`src/include/tcd_defines.svh`:
```
// Offsets, field positions, reset values and limits of the transfer block.
`ifndef TCD_DEFINES_SVH
`define TCD_DEFINES_SVH

// ------------------------------------------------------------
// Register word indices (byte address is four times the index)
// ------------------------------------------------------------
`define TCD_REG_ENABLE 4'h0
`define TCD_REG_BASE 4'h1
`define TCD_REG_CTL0 4'h2
`define TCD_REG_BLS0 4'h3
`define TCD_REG_CCT0 4'h4
`define TCD_REG_RLD0 4'h5
`define TCD_REG_SAR0 4'h6
`define TCD_REG_DAR0 4'h7
`define TCD_REG_STATUS 4'h8
`define TCD_REG_MASK 4'h9
`define TCD_REG_STATE 4'ha

// ------------------------------------------------------------
// Control word field positions
// ------------------------------------------------------------
`define TCD_CTL_REPEAT_MODE 0
`define TCD_CTL_AREA_SEL 1
`define TCD_CTL_SRC_STEP 2
`define TCD_CTL_DST_STEP 3
`define TCD_CTL_CHAIN 4
`define TCD_CTL_RPT_IRQ 5
`define TCD_CTL_UNIT_SIZE 6

// ------------------------------------------------------------
// Reset values and descriptor area layout
// ------------------------------------------------------------
`define TCD_RST_BYTE 8'h00
`define TCD_RST_WORD 16'h0000
`define TCD_WORD_CTL 2'h0
`define TCD_WORD_CNT 2'h1
`define TCD_WORD_SRC 2'h2
`define TCD_WORD_DST 2'h3
`define TCD_LAST_DESC 5'h17
`define TCD_FULL_COUNT 9'h100

`endif

```
`src/include/tcd_pkg.sv`:
```
// Types shared by the transfer block and its system bus port.
package tcd_pkg;

	// Engine states, Gray coded along fetch, read, write, write-back.
	typedef enum logic [2:0]
	{
		ST_IDLE = 3'h0,
		ST_FETCH = 3'h1,
		ST_READ = 3'h3,
		ST_WRITE = 3'h2,
		ST_WBACK = 3'h6,
		ST_NEXT = 3'h7
	} tcd_state_e;

	// One descriptor as held in registers and in the descriptor area.
	typedef struct packed
	{
		logic [7:0] ctl;
		logic [7:0] bls;
		logic [7:0] cct;
		logic [7:0] rld;
		logic [15:0] sar;
		logic [15:0] dar;
	} tcd_desc_s;

	// Request from the engine to the bus port.
	typedef struct packed
	{
		logic req;
		logic write;
		logic wide;
		logic [15:0] addr;
		logic [15:0] wdata;
	} tcd_breq_s;

	// Signals driven toward system memory.
	typedef struct packed
	{
		logic rd;
		logic wr;
		logic wide;
		logic [15:0] addr;
		logic [15:0] wdata;
	} tcd_mem_s;

	// Answer from the bus port.
	typedef struct packed
	{
		logic done;
		logic [15:0] rdata;
	} tcd_bans_s;

	typedef struct packed
	{
		tcd_mem_s mem;
		tcd_bans_s ans;
	} tcd_port_s;

	// Whole state of the top module.
	typedef struct packed
	{
		logic [7:0] enable;
		logic [7:0] base;
		tcd_desc_s d0;
		logic [7:0] status;
		logic [7:0] mask;
		logic irq;
		logic busy;
		logic waitreq;
		logic [31:0] rdata;
		logic [7:0] sync1;
		logic [7:0] sync2;
		logic [7:0] sync3;
		logic [7:0] level;
		logic [7:0] pend;
		tcd_state_e state;
		logic [2:0] src;
		logic [4:0] didx;
		logic [1:0] step;
		logic endev;
		logic [8:0] units;
		tcd_desc_s cur;
		tcd_breq_s breq;
	} tcd_top_s;

endpackage : tcd_pkg

```
`src/logic/tcd_top.sv`:
```
// Event-triggered transfer controller with descriptor registers.
//
// Operation
// (RQ1) Enable bit gates trigger; end event clears it.
// (RQ2) Size field: 0 moves bytes, 1 moves halfwords.
// (RQ3) Repeat interrupt enable, ignored in normal mode.
// (RQ4) Chain continues next descriptor; none past 23.
// (RQ5) Destination fixed or stepping; repeat area steps.
// (RQ6) Source fixed or stepping; repeat area steps.
// (RQ7) Area select picks repeat side; normal ignores it.
// (RQ8) Mode bit: 0 normal, 1 repeat.
// (RQ9) Block size N units, 00H means 256.
// (RQ10) Transfer count N blocks, 00H means 256.
// (RQ11) Software programs 16-bit source and destination.
// (RQ12) Base gives area high byte; repeat reloads count.
`timescale 1ns/1ns
`include "tcd_defines.svh"

module tcd_top
(
	// Clock and reset.
	input wire logic i_sys_clk,
	input wire logic i_rst,
	// Avalon-MM register slave.
	input wire logic [3:0] i_avs_address,
	input wire logic i_avs_read,
	input wire logic i_avs_write,
	input wire logic [31:0] i_avs_writedata,
	input wire logic [3:0] i_avs_byteenable,
	output logic [31:0] o_avs_readdata,
	output logic o_avs_waitrequest,
	// Activation sources and interrupt.
	input wire logic [7:0] i_trig,
	output logic o_irq,
	output logic o_busy,
	// System memory.
	output tcd_pkg::tcd_mem_s o_mem,
	input wire logic [15:0] i_mem_rdata,
	input wire logic i_mem_ready
);
	import tcd_pkg::*;

	tcd_top_s r_reg;
	tcd_top_s r_next;
	tcd_bans_s ans;

	// ------------------------------------------------------------
	// Helper functions
	// ------------------------------------------------------------

	// A count field of zero stands for a full 256.
	function automatic logic [8:0] units_of(input logic [7:0] v);
		units_of = (v == 8'h00) ? `TCD_FULL_COUNT : {1'b0, v};
	endfunction : units_of

	// Merge one written byte lane into a stored byte.
	function automatic logic [7:0] lane8(input logic [7:0] old,
		input logic [7:0] wd, input logic be);
		lane8 = be ? wd : old;
	endfunction : lane8

	// Address of one 16-bit word of a descriptor in the area.
	function automatic logic [15:0] desc_addr(input logic [7:0] base,
		input logic [4:0] idx, input logic [1:0] word);
		desc_addr = {base, idx, word, 1'b0};
	endfunction : desc_addr

	function automatic tcd_breq_s mk_req(input logic wr,
		input logic wide, input logic [15:0] addr,
		input logic [15:0] wdata);
		mk_req = '{req: 1'b1, write: wr, wide: wide, addr: addr,
			wdata: wdata};
	endfunction : mk_req

	// Lowest pending source wins when several wait.
	function automatic logic [2:0] lowest(input logic [7:0] p);
		lowest = 3'h0;
		for (int i = 7; i >= 0; i--)
			if (p[i])
				lowest = 3'(i);
	endfunction : lowest

	// Register read multiplexer.
	function automatic logic [31:0] rd_mux(input tcd_top_s s,
		input logic [3:0] a);
		case (a)
			`TCD_REG_ENABLE: rd_mux = {24'h0, s.enable};
			`TCD_REG_BASE: rd_mux = {24'h0, s.base};
			`TCD_REG_CTL0: rd_mux = {24'h0, 1'b0, s.d0.ctl[6:0]};
			`TCD_REG_BLS0: rd_mux = {24'h0, s.d0.bls};
			`TCD_REG_CCT0: rd_mux = {24'h0, s.d0.cct};
			`TCD_REG_RLD0: rd_mux = {24'h0, s.d0.rld};
			`TCD_REG_SAR0: rd_mux = {16'h0, s.d0.sar};
			`TCD_REG_DAR0: rd_mux = {16'h0, s.d0.dar};
			`TCD_REG_STATUS: rd_mux = {24'h0, s.status};
			`TCD_REG_MASK: rd_mux = {24'h0, s.mask};
			`TCD_REG_STATE: rd_mux = {24'h0, s.busy, 2'b0, s.didx};
			default: rd_mux = 32'h0;
		endcase
	endfunction : rd_mux

	// ------------------------------------------------------------
	// Bus port toward memory
	// ------------------------------------------------------------

	tcd_busport u_port
	(
		.i_sys_clk(i_sys_clk),
		.i_rst(i_rst),
		.i_req(r_reg.breq),
		.o_ans(ans),
		.o_mem(o_mem),
		.i_mem_rdata(i_mem_rdata),
		.i_mem_ready(i_mem_ready)
	);

	// ------------------------------------------------------------
	// Next-state logic
	// ------------------------------------------------------------

	logic [7:0] rise;
	logic [2:0] pick;
	logic rpt;
	logic area_src;
	logic wide;
	logic [15:0] inc;
	logic [15:0] span;
	logic [31:0] wd;
	logic [3:0] be;

	// Registers, trigger capture and the transfer engine in one pass.
	// Order matters: software effects first, hardware effects last,
	// so a hardware set or clear in the same cycle is never lost.
	always_comb
	begin
		r_next = r_reg;
		r_next.breq.req = 1'b0;
		wd = i_avs_writedata;
		be = i_avs_byteenable;
		rpt = r_reg.cur.ctl[`TCD_CTL_REPEAT_MODE]; // [RQ8]
		area_src = r_reg.cur.ctl[`TCD_CTL_AREA_SEL] & rpt; // [RQ7]
		wide = r_reg.cur.ctl[`TCD_CTL_UNIT_SIZE]; // [RQ2]
		inc = wide ? 16'h0002 : 16'h0001; // [RQ2]
		span = 16'(units_of(r_reg.cur.rld) * units_of(r_reg.cur.bls)
			* 18'(inc[1:0]));
		pick = lowest(r_reg.pend);

		// Three-stage capture; a rising edge counts once stages two
		// and three agree high while the last level was low.
		r_next.sync1 = i_trig;
		r_next.sync2 = r_reg.sync1;
		r_next.sync3 = r_reg.sync2;
		rise = r_reg.sync2 & r_reg.sync3 & ~r_reg.level;
		for (int i = 0; i < 8; i++)
			if (r_reg.sync2[i] == r_reg.sync3[i])
				r_next.level[i] = r_reg.sync2[i];

		// Avalon slave: one wait cycle, then the access completes.
		r_next.waitreq = 1'b1;
		if ((i_avs_read | i_avs_write) & r_reg.waitreq)
		begin
			r_next.waitreq = 1'b0;
			r_next.rdata = rd_mux(r_reg, i_avs_address);
		end
		if (i_avs_read & ~r_reg.waitreq &
			(i_avs_address == `TCD_REG_STATUS))
			r_next.status = r_reg.status & ~r_reg.rdata[7:0];
		if (i_avs_write & ~r_reg.waitreq)
		begin
			case (i_avs_address)
				`TCD_REG_ENABLE:
					r_next.enable = lane8(r_reg.enable, wd[7:0], be[0]);
				`TCD_REG_BASE:
					r_next.base = lane8(r_reg.base, wd[7:0], be[0]); // [RQ12]
				`TCD_REG_CTL0:
					r_next.d0.ctl = lane8(r_reg.d0.ctl, {1'b0, wd[6:0]},
						be[0]);
				`TCD_REG_BLS0:
					r_next.d0.bls = lane8(r_reg.d0.bls, wd[7:0], be[0]);
				`TCD_REG_CCT0:
					r_next.d0.cct = lane8(r_reg.d0.cct, wd[7:0], be[0]);
				`TCD_REG_RLD0:
					r_next.d0.rld = lane8(r_reg.d0.rld, wd[7:0], be[0]);
				`TCD_REG_SAR0:
					r_next.d0.sar = {lane8(r_reg.d0.sar[15:8], wd[15:8],
						be[1]), lane8(r_reg.d0.sar[7:0], wd[7:0], be[0])};
				`TCD_REG_DAR0:
					r_next.d0.dar = {lane8(r_reg.d0.dar[15:8], wd[15:8],
						be[1]), lane8(r_reg.d0.dar[7:0], wd[7:0], be[0])};
				`TCD_REG_MASK:
					r_next.mask = lane8(r_reg.mask, wd[7:0], be[0]);
				default:
					r_next.mask = r_next.mask; // Unmapped writes drop.
			endcase
		end

		// Trigger is taken only while its enable bit is set.
		r_next.pend = r_reg.pend | (rise & r_reg.enable); // [RQ1]

		// Transfer engine.
		unique case (r_reg.state)
			ST_IDLE:
				if (r_reg.pend != 8'h00)
				begin
					r_next.pend[pick] = 1'b0;
					r_next.src = pick;
					r_next.didx = {2'b00, pick};
					r_next.endev = 1'b0;
					if (pick == 3'h0)
					begin
						r_next.cur = r_reg.d0;
						r_next.units = units_of(r_reg.d0.bls); // [RQ9]
						r_next.state = ST_READ;
						r_next.breq = mk_req(1'b0,
							r_reg.d0.ctl[`TCD_CTL_UNIT_SIZE], r_reg.d0.sar,
							`TCD_RST_WORD);
					end
					else
					begin
						r_next.step = `TCD_WORD_CTL;
						r_next.state = ST_FETCH;
						r_next.breq = mk_req(1'b0, 1'b1, desc_addr(r_reg.base,
							{2'b00, pick}, `TCD_WORD_CTL), `TCD_RST_WORD); // [RQ12]
					end
				end
			ST_FETCH:
				if (ans.done)
				begin
					unique case (r_reg.step)
						`TCD_WORD_CTL:
							{r_next.cur.bls, r_next.cur.ctl} = ans.rdata;
						`TCD_WORD_CNT:
							{r_next.cur.rld, r_next.cur.cct} = ans.rdata;
						`TCD_WORD_SRC: r_next.cur.sar = ans.rdata;
						`TCD_WORD_DST: r_next.cur.dar = ans.rdata;
					endcase
					if (r_reg.step == `TCD_WORD_DST)
					begin
						r_next.units = units_of(r_reg.cur.bls); // [RQ9]
						r_next.state = ST_READ;
						r_next.breq = mk_req(1'b0, wide, r_reg.cur.sar,
							`TCD_RST_WORD);
					end
					else
					begin
						r_next.step = r_reg.step + 2'h1;
						r_next.breq = mk_req(1'b0, 1'b1, desc_addr(r_reg.base,
							r_reg.didx, r_reg.step + 2'h1), `TCD_RST_WORD);
					end
				end
			ST_READ:
				if (ans.done)
				begin
					r_next.state = ST_WRITE;
					r_next.breq = mk_req(1'b1, wide, r_reg.cur.dar,
						ans.rdata);
				end
			ST_WRITE:
				if (ans.done)
				begin
					// The repeat area always steps; the other side obeys
					// its own step bit.
					if (r_reg.cur.ctl[`TCD_CTL_SRC_STEP] | area_src) // [RQ6]
						r_next.cur.sar = r_reg.cur.sar + inc;
					if (r_reg.cur.ctl[`TCD_CTL_DST_STEP] & ~(rpt & ~area_src)
						| (rpt & ~area_src)) // [RQ5]
						r_next.cur.dar = r_reg.cur.dar + inc;
					r_next.units = r_reg.units - 9'h001;
					if (r_reg.units == 9'h001)
					begin
						r_next.cur.cct = r_reg.cur.cct - 8'h01; // [RQ10]
						if (r_reg.cur.cct == 8'h01)
						begin
							if (rpt)
							begin
								// Reload and rewind the repeat area.
								r_next.cur.cct = r_reg.cur.rld; // [RQ12]
								if (area_src)
									r_next.cur.sar = r_next.cur.sar - span;
								else
									r_next.cur.dar = r_next.cur.dar - span;
								r_next.endev =
									r_reg.cur.ctl[`TCD_CTL_RPT_IRQ]; // [RQ3]
							end
							else
								r_next.endev = 1'b1; // [RQ3]
						end
						if (r_reg.didx == 5'h00)
						begin
							r_next.d0 = r_next.cur;
							r_next.state = ST_NEXT;
						end
						else
						begin
							r_next.step = `TCD_WORD_CNT;
							r_next.state = ST_WBACK;
							r_next.breq = mk_req(1'b1, 1'b1, desc_addr(r_reg.base,
								r_reg.didx, `TCD_WORD_CNT),
								{r_next.cur.rld, r_next.cur.cct});
						end
					end
					else
					begin
						r_next.state = ST_READ;
						r_next.breq = mk_req(1'b0, wide, r_next.cur.sar,
							`TCD_RST_WORD);
					end
				end
			ST_WBACK:
				if (ans.done)
				begin
					if (r_reg.step == `TCD_WORD_DST)
						r_next.state = ST_NEXT;
					else
					begin
						r_next.step = r_reg.step + 2'h1;
						r_next.breq = mk_req(1'b1, 1'b1, desc_addr(r_reg.base,
							r_reg.didx, r_reg.step + 2'h1),
							(r_reg.step == `TCD_WORD_CNT) ? r_reg.cur.sar :
							r_reg.cur.dar);
					end
				end
			ST_NEXT:
			begin
				if (r_reg.endev)
				begin
					r_next.status[r_reg.src] = 1'b1;
					r_next.enable[r_reg.src] = 1'b0; // [RQ1]
				end
				r_next.endev = 1'b0;
				// Descriptor 23 never chains, whatever its bit says.
				if (r_reg.cur.ctl[`TCD_CTL_CHAIN] &
					(r_reg.didx != `TCD_LAST_DESC)) // [RQ4]
				begin
					r_next.didx = r_reg.didx + 5'h01;
					r_next.step = `TCD_WORD_CTL;
					r_next.state = ST_FETCH;
					r_next.breq = mk_req(1'b0, 1'b1, desc_addr(r_reg.base,
						r_reg.didx + 5'h01, `TCD_WORD_CTL), `TCD_RST_WORD);
				end
				else
					r_next.state = ST_IDLE;
			end
			default:
				r_next.state = ST_IDLE;
		endcase

		r_next.busy = (r_next.state != ST_IDLE);
		r_next.irq = |(r_next.status & r_next.mask);
	end

	// ------------------------------------------------------------
	// State register
	// ------------------------------------------------------------

	// Waitrequest idles high so an access never completes by accident.
	always_ff @(posedge i_sys_clk)
	begin
		if (i_rst)
		begin
			r_reg <= '0;
			r_reg.waitreq <= 1'b1;
		end
		else
			r_reg <= r_next;
	end

	assign o_avs_readdata = r_reg.rdata;
	assign o_avs_waitrequest = r_reg.waitreq;
	assign o_irq = r_reg.irq;
	assign o_busy = r_reg.busy;

endmodule : tcd_top

```
`src/logic/tcd_busport.sv`:
```
// System bus port: one read or write at a time toward memory.
`timescale 1ns/1ns
`include "tcd_defines.svh"

module tcd_busport
(
	// Clock and reset.
	input wire logic i_sys_clk,
	input wire logic i_rst,
	// Engine side.
	input wire tcd_pkg::tcd_breq_s i_req,
	output tcd_pkg::tcd_bans_s o_ans,
	// Memory side.
	output tcd_pkg::tcd_mem_s o_mem,
	input wire logic [15:0] i_mem_rdata,
	input wire logic i_mem_ready
);
	import tcd_pkg::*;

	tcd_port_s r_reg;
	tcd_port_s r_next;

	// ------------------------------------------------------------
	// Access sequencing
	// ------------------------------------------------------------

	// A request is held on the memory pins until ready; a byte access
	// returns zero in the upper half so the engine sees clean data.
	always_comb
	begin
		r_next = r_reg;
		r_next.ans.done = 1'b0;
		if (r_reg.mem.rd | r_reg.mem.wr)
		begin
			if (i_mem_ready)
			begin
				r_next.mem.rd = 1'b0;
				r_next.mem.wr = 1'b0;
				r_next.ans.done = 1'b1;
				r_next.ans.rdata = r_reg.mem.wide ? i_mem_rdata :
					{8'h00, i_mem_rdata[7:0]};
			end
		end
		else if (i_req.req)
		begin
			r_next.mem.rd = ~i_req.write;
			r_next.mem.wr = i_req.write;
			r_next.mem.wide = i_req.wide;
			r_next.mem.addr = i_req.addr;
			r_next.mem.wdata = i_req.wide ? i_req.wdata :
				{8'h00, i_req.wdata[7:0]};
		end
	end

	// State register.
	always_ff @(posedge i_sys_clk)
	begin
		if (i_rst)
			r_reg <= '0;
		else
			r_reg <= r_next;
	end

	assign o_mem = r_reg.mem;
	assign o_ans = r_reg.ans;

endmodule : tcd_busport

```
`config.mk`:
```
export PLATFORM = sky130hd
export DESIGN_NAME = tcd_top
export DESIGN_NICKNAME = d
export VERILOG_FILES = /design/src/include/tcd_pkg.sv /design/src/logic/tcd_top.sv /design/src/logic/tcd_busport.sv
export VERILOG_INCLUDE_DIRS = /design/src /design/src/include
export SDC_FILE = /design/constraint.sdc
export NUM_CORES = 1
export LEC_CHECK = 0
export CAP_MARGIN = 20
export CORE_UTILIZATION = 50
export CTS_CLUSTER_SIZE = 8
export DETAILED_ROUTE_END_ITERATION = 7
export DONT_BUFFER_PORTS = 1
export GPL_ROUTABILITY_DRIVEN = 1
export GPL_TIMING_DRIVEN = 1
export PLACE_DENSITY = 0.76
export SKIP_LAST_GASP = 1
export SLEW_MARGIN = 20
export SYNTH_ARGS = -nofsm -noshare
export SYNTH_HDL_FRONTEND = slang
export SYNTH_SLANG_ARGS = --single-unit
```
`constraint.sdc`:
```
create_clock -name i_sys_clk -period 8.51 [get_ports i_sys_clk]
set_input_delay 0 -clock i_sys_clk [delete_from_list [all_inputs] [get_ports i_sys_clk]]
set_output_delay 0 -clock i_sys_clk [all_outputs]
set_load 0.01 [all_outputs]
```
==> flow_metrics.env <==
export IMPL_run_status="complete, no violations"
export IMPL_path_class="flop to flop"
export IMPL_fmax_ghz=0.130
export IMPL_power_clock_fraction_pct=50.7
export IMPL_fin_util_pct=56.0
export IMPL_critical_path_endpoint_type="flop"
export IMPL_route_detailed_drc=0
export IMPL_design_die_area_mm2=0.0423
export IMPL_floorplan_initialDensity_pct=50.8
export IMPL_global_route_wire_length_before_repair_um=116000
export IMPL_p_switching_w=0.000794
export IMPL_post_route_cells_drive_above_1_share_pct=5.87
export IMPL_place_port_buffers=0
export IMPL_synth_edf_count=0
export IMPL_drv_max_cap_violation_count=0
export IMPL_switching_share_pct=23.4
export IMPL_period_minus_slack_ns=7.68
export IMPL_tritoncts="built"
export IMPL_cp_common_cell="sky130_fd_sc_hd__fa_1"
export IMPL_cts_sinks=327
export IMPL_ctsLongestPathBuffers=3
export IMPL_cts_repair_resize_count=0
export IMPL_cts_inserted_buffers=47
export IMPL_ys_warn_count=0
export IMPL_finClkSkew_ns=0.0205
export IMPL_post_synth_instance_area_mm2=0.0207
export IMPL_critPathRequiredTime_ns=8.97
export IMPL_die_width_um=206
export IMPL_critical_path_startpoint_type="flop"
export IMPL_layout_worst_path_cycle_share_pct=90.2
export IMPL_regToRegSetupSlack_ns=0.83
export IMPL_die_h_um=206
export IMPL_power_per_cell_area_mw_per_mm2=148
export IMPL_worst_path_max_fanout=14
export IMPL_postCtsSetupBuffers=0
export IMPL_preCtsSetupSlack_ns=0.867
export IMPL_ff2ff_path_depth=26
export IMPL_grt_use_total_pct=36.7
export IMPL_clk_latency_ns=0.59
export IMPL_final_hold_viol_count=0
export IMPL_drtAntennaViolNets=0
export IMPL_placementRows=74
export IMPL_synthesis_stage_register_bit_count=327
export IMPL_max_vdd_ir_drop_v=0.000154
export IMPL_power_report_internal_total_w=0.00260
export IMPL_detail_route_wl_per_cell_um=25.0
export IMPL_max_stage_delay_ns=0.55
export IMPL_crit_path_end="r_reg[66]"
export IMPL_layout_nets=2792
export IMPL_worst_setup_hold_path_clk_slew_ns=0.05
export IMPL_timing_critical_path_arrival_ns=8.14
export IMPL_number_of_search_and_repair_iterations_in_the_first_detailed_routing_pass=7
export IMPL_grt_setup_unrepaired="false"
export IMPL_report_final_slew_viol_count=0
export IMPL_setup_tns_final_ns=0
export IMPL_yosys_most_used_dff="sky130_fd_sc_hd__dfxtp_1"
export IMPL_drt_initial_drc_count=2570
export IMPL_synthesis_area_per_instance_um2=7.90
export IMPL_num_io_pins=139
export IMPL_finalSetupViolations=0
export IMPL_worst_r2r_endpoint="r_reg[66]"
export IMPL_largest_register_ffs=240
export IMPL_grt_pass1_vias=19300
export IMPL_final_critical_path_setup_slack_ns=0.832
export IMPL_core_area_mm2=0.0408
export IMPL_total_wirelength_of_the_detailed_routed_design_um=78200
export IMPL_netlist_cell_type_count=81
export IMPL_routed_via_count=20200
export IMPL_slew_headroom_pct=26.6
export IMPL_cell_leakage_power_nw=8.68
export IMPL_synthCells=2625
export IMPL_cts_hold_repair_buffers=60
export IMPL_power_sequential_fraction_pct=45.6
export IMPL_regToRegStartpoint="r_reg[69]"
export IMPL_vias_per_cell=6.46
export IMPL_startpoint_of_the_worst_setup_timing_path="r_reg[69]"
export IMPL_largest_net_degree_at_the_start_of_global_routing=332
export IMPL_async_reset_ff_share_pct=0
export IMPL_overflow=0
export IMPL_hold_class="input port to flop"
export IMPL_clk_root_buffer_cell="sky130_fd_sc_hd__clkbuf_16"
export IMPL_transition_time_at_the_pin_with_the_least_slew_margin_ns=1.10
export IMPL_gp_congestion=1.02
export IMPL_h_tree_depth=2
export IMPL_synth_yosys_seq_area_share_pct=31.6
export IMPL_grt_antenna_before_repair=6
export IMPL_synthToLayoutAreaGrowth_pct=10.4
export IMPL_share_comb_of_total_power_pct=3.7
export IMPL_timing_critical_path_slowest_stage_cell="sky130_fd_sc_hd__fa_1"
export IMPL_hpwl_um=55100
final cells by class:
cell class | instances | area, um^2
Clock inverter | 3 | 51.3
Clock buffer | 52 | 1240
Sequential cell | 327 | 6550
Fill cell | 3689 | 17900
Tap cell | 532 | 666
Inverter | 116 | 435
Multi-Input combinational cell | 1989 | 13000
Antenna cell | 5 | 12.5
Timing Repair Buffer | 104 | 975
worst min-delay path by stage:
stage	slack, ns	from	to	cells past startpoint
after global placement	0.09	i_rst	u_port.o_mem[3]	1
after detailed placement	0.09	i_rst	u_port.o_mem[5]	1
final	0.009	i_avs_address[2]	o_avs_readdata[0]	6
after CTS	0.008	i_avs_address[2]	o_avs_readdata[0]	6
after global routing	0.06	i_avs_address[0]	o_avs_readdata[2]	4
after floorplan	0.13	i_trig[0]	r_next[146]	1
cell usage in the layout, fill, tap and decap left out, types with 53 or more instances in the layout:
master	instances
sky130_fd_sc_hd__a211oi_1	60
sky130_fd_sc_hd__a21oi_1	206
sky130_fd_sc_hd__and2_1	54
sky130_fd_sc_hd__dfxtp_1	327
sky130_fd_sc_hd__dlygate4sd3_1	60
sky130_fd_sc_hd__fa_1	53
sky130_fd_sc_hd__ha_1	85
sky130_fd_sc_hd__inv_1	116
sky130_fd_sc_hd__mux2i_1	89
sky130_fd_sc_hd__nand2_1	341
sky130_fd_sc_hd__nand3_1	99
sky130_fd_sc_hd__nor2_1	308
sky130_fd_sc_hd__nor3_1	59
sky130_fd_sc_hd__o21ai_0	63
synthesized netlist by cell type (all sizes together) (57+ instances only):
master,number,area [um^2]
nor2,313,1190
dfxtp,327,6550
ha,85,1060
a211oi,60,450
mux2i,89,891
nand3,99,495
clkbuf,165,619
nand2,344,1300
inv,116,435
and2,57,357
a21oi,208,1040
o21ai,65,325
nor3,63,320
power groups by stage:
stage / sequential (W) / clock (W) / combinational [W]
2_1_floorplan: 0.00157 / 0 / 0.0000828
3_3_place_gp: 0.00158 / 0 / 0.0000600
3_5_place_dp: 0.00158 / 0 / 0.0000610
4_1_cts: 0.00155 / 0.00173 / 0.000118
5_1_grt: 0.00155 / 0.00179 / 0.000131
6_report: 0.00155 / 0.00172 / 0.000125
metal layers:
layer  GRT usage, %  routed length (um)
met3           7.92                6870
met4           24.0                5650
met2           57.1               34600
met5              0                  29
met1           45.6               31100
critical path, delay by kind of cell (launching register included):
| kind | cells | cell delay (ns) |
|---|---|---|
| mux | 1 | 0.09 |
| compound gates | 6 | 1.45 |
| fa+ha+maj | 6 | 2.64 |
| flops | 1 | 0.53 |
| simple gates | 7 | 2.08 |
| xor+xnor | 3 | 0.59 |
| buf+inv | 3 | 0.16 |
cells by family after synthesis:
kind of cell | synth area share [%]
flops | 31.6
buf+inv | 6.51
simple gates | 22.4
xor+xnor | 3.25
compound gates | 20.5
mux | 5.55
other cells | 0.0181
fa+ha+maj | 10.2
stage by stage:
| step | area, um^2 | instances | total power [W] | hold slack [ns] |
|---|---|---|---|---|
| global placement | 20900 | 3004 | 0.00164 | 0.0895 |
| floorplan | 20800 | 2641 | 0.00166 | 0.128 |
| detailed placement | 20900 | 3004 | 0.00164 | 0.0936 |
| global route | 22900 | 3125 | 0.00347 | 0.0620 |
| finish | 22900 | 3128 | 0.00339 | 0.00937 |
| CTS | 22800 | 3119 | 0.00339 | 0.00843 |
Note: power is estimated with default switching activity, not from simulation.
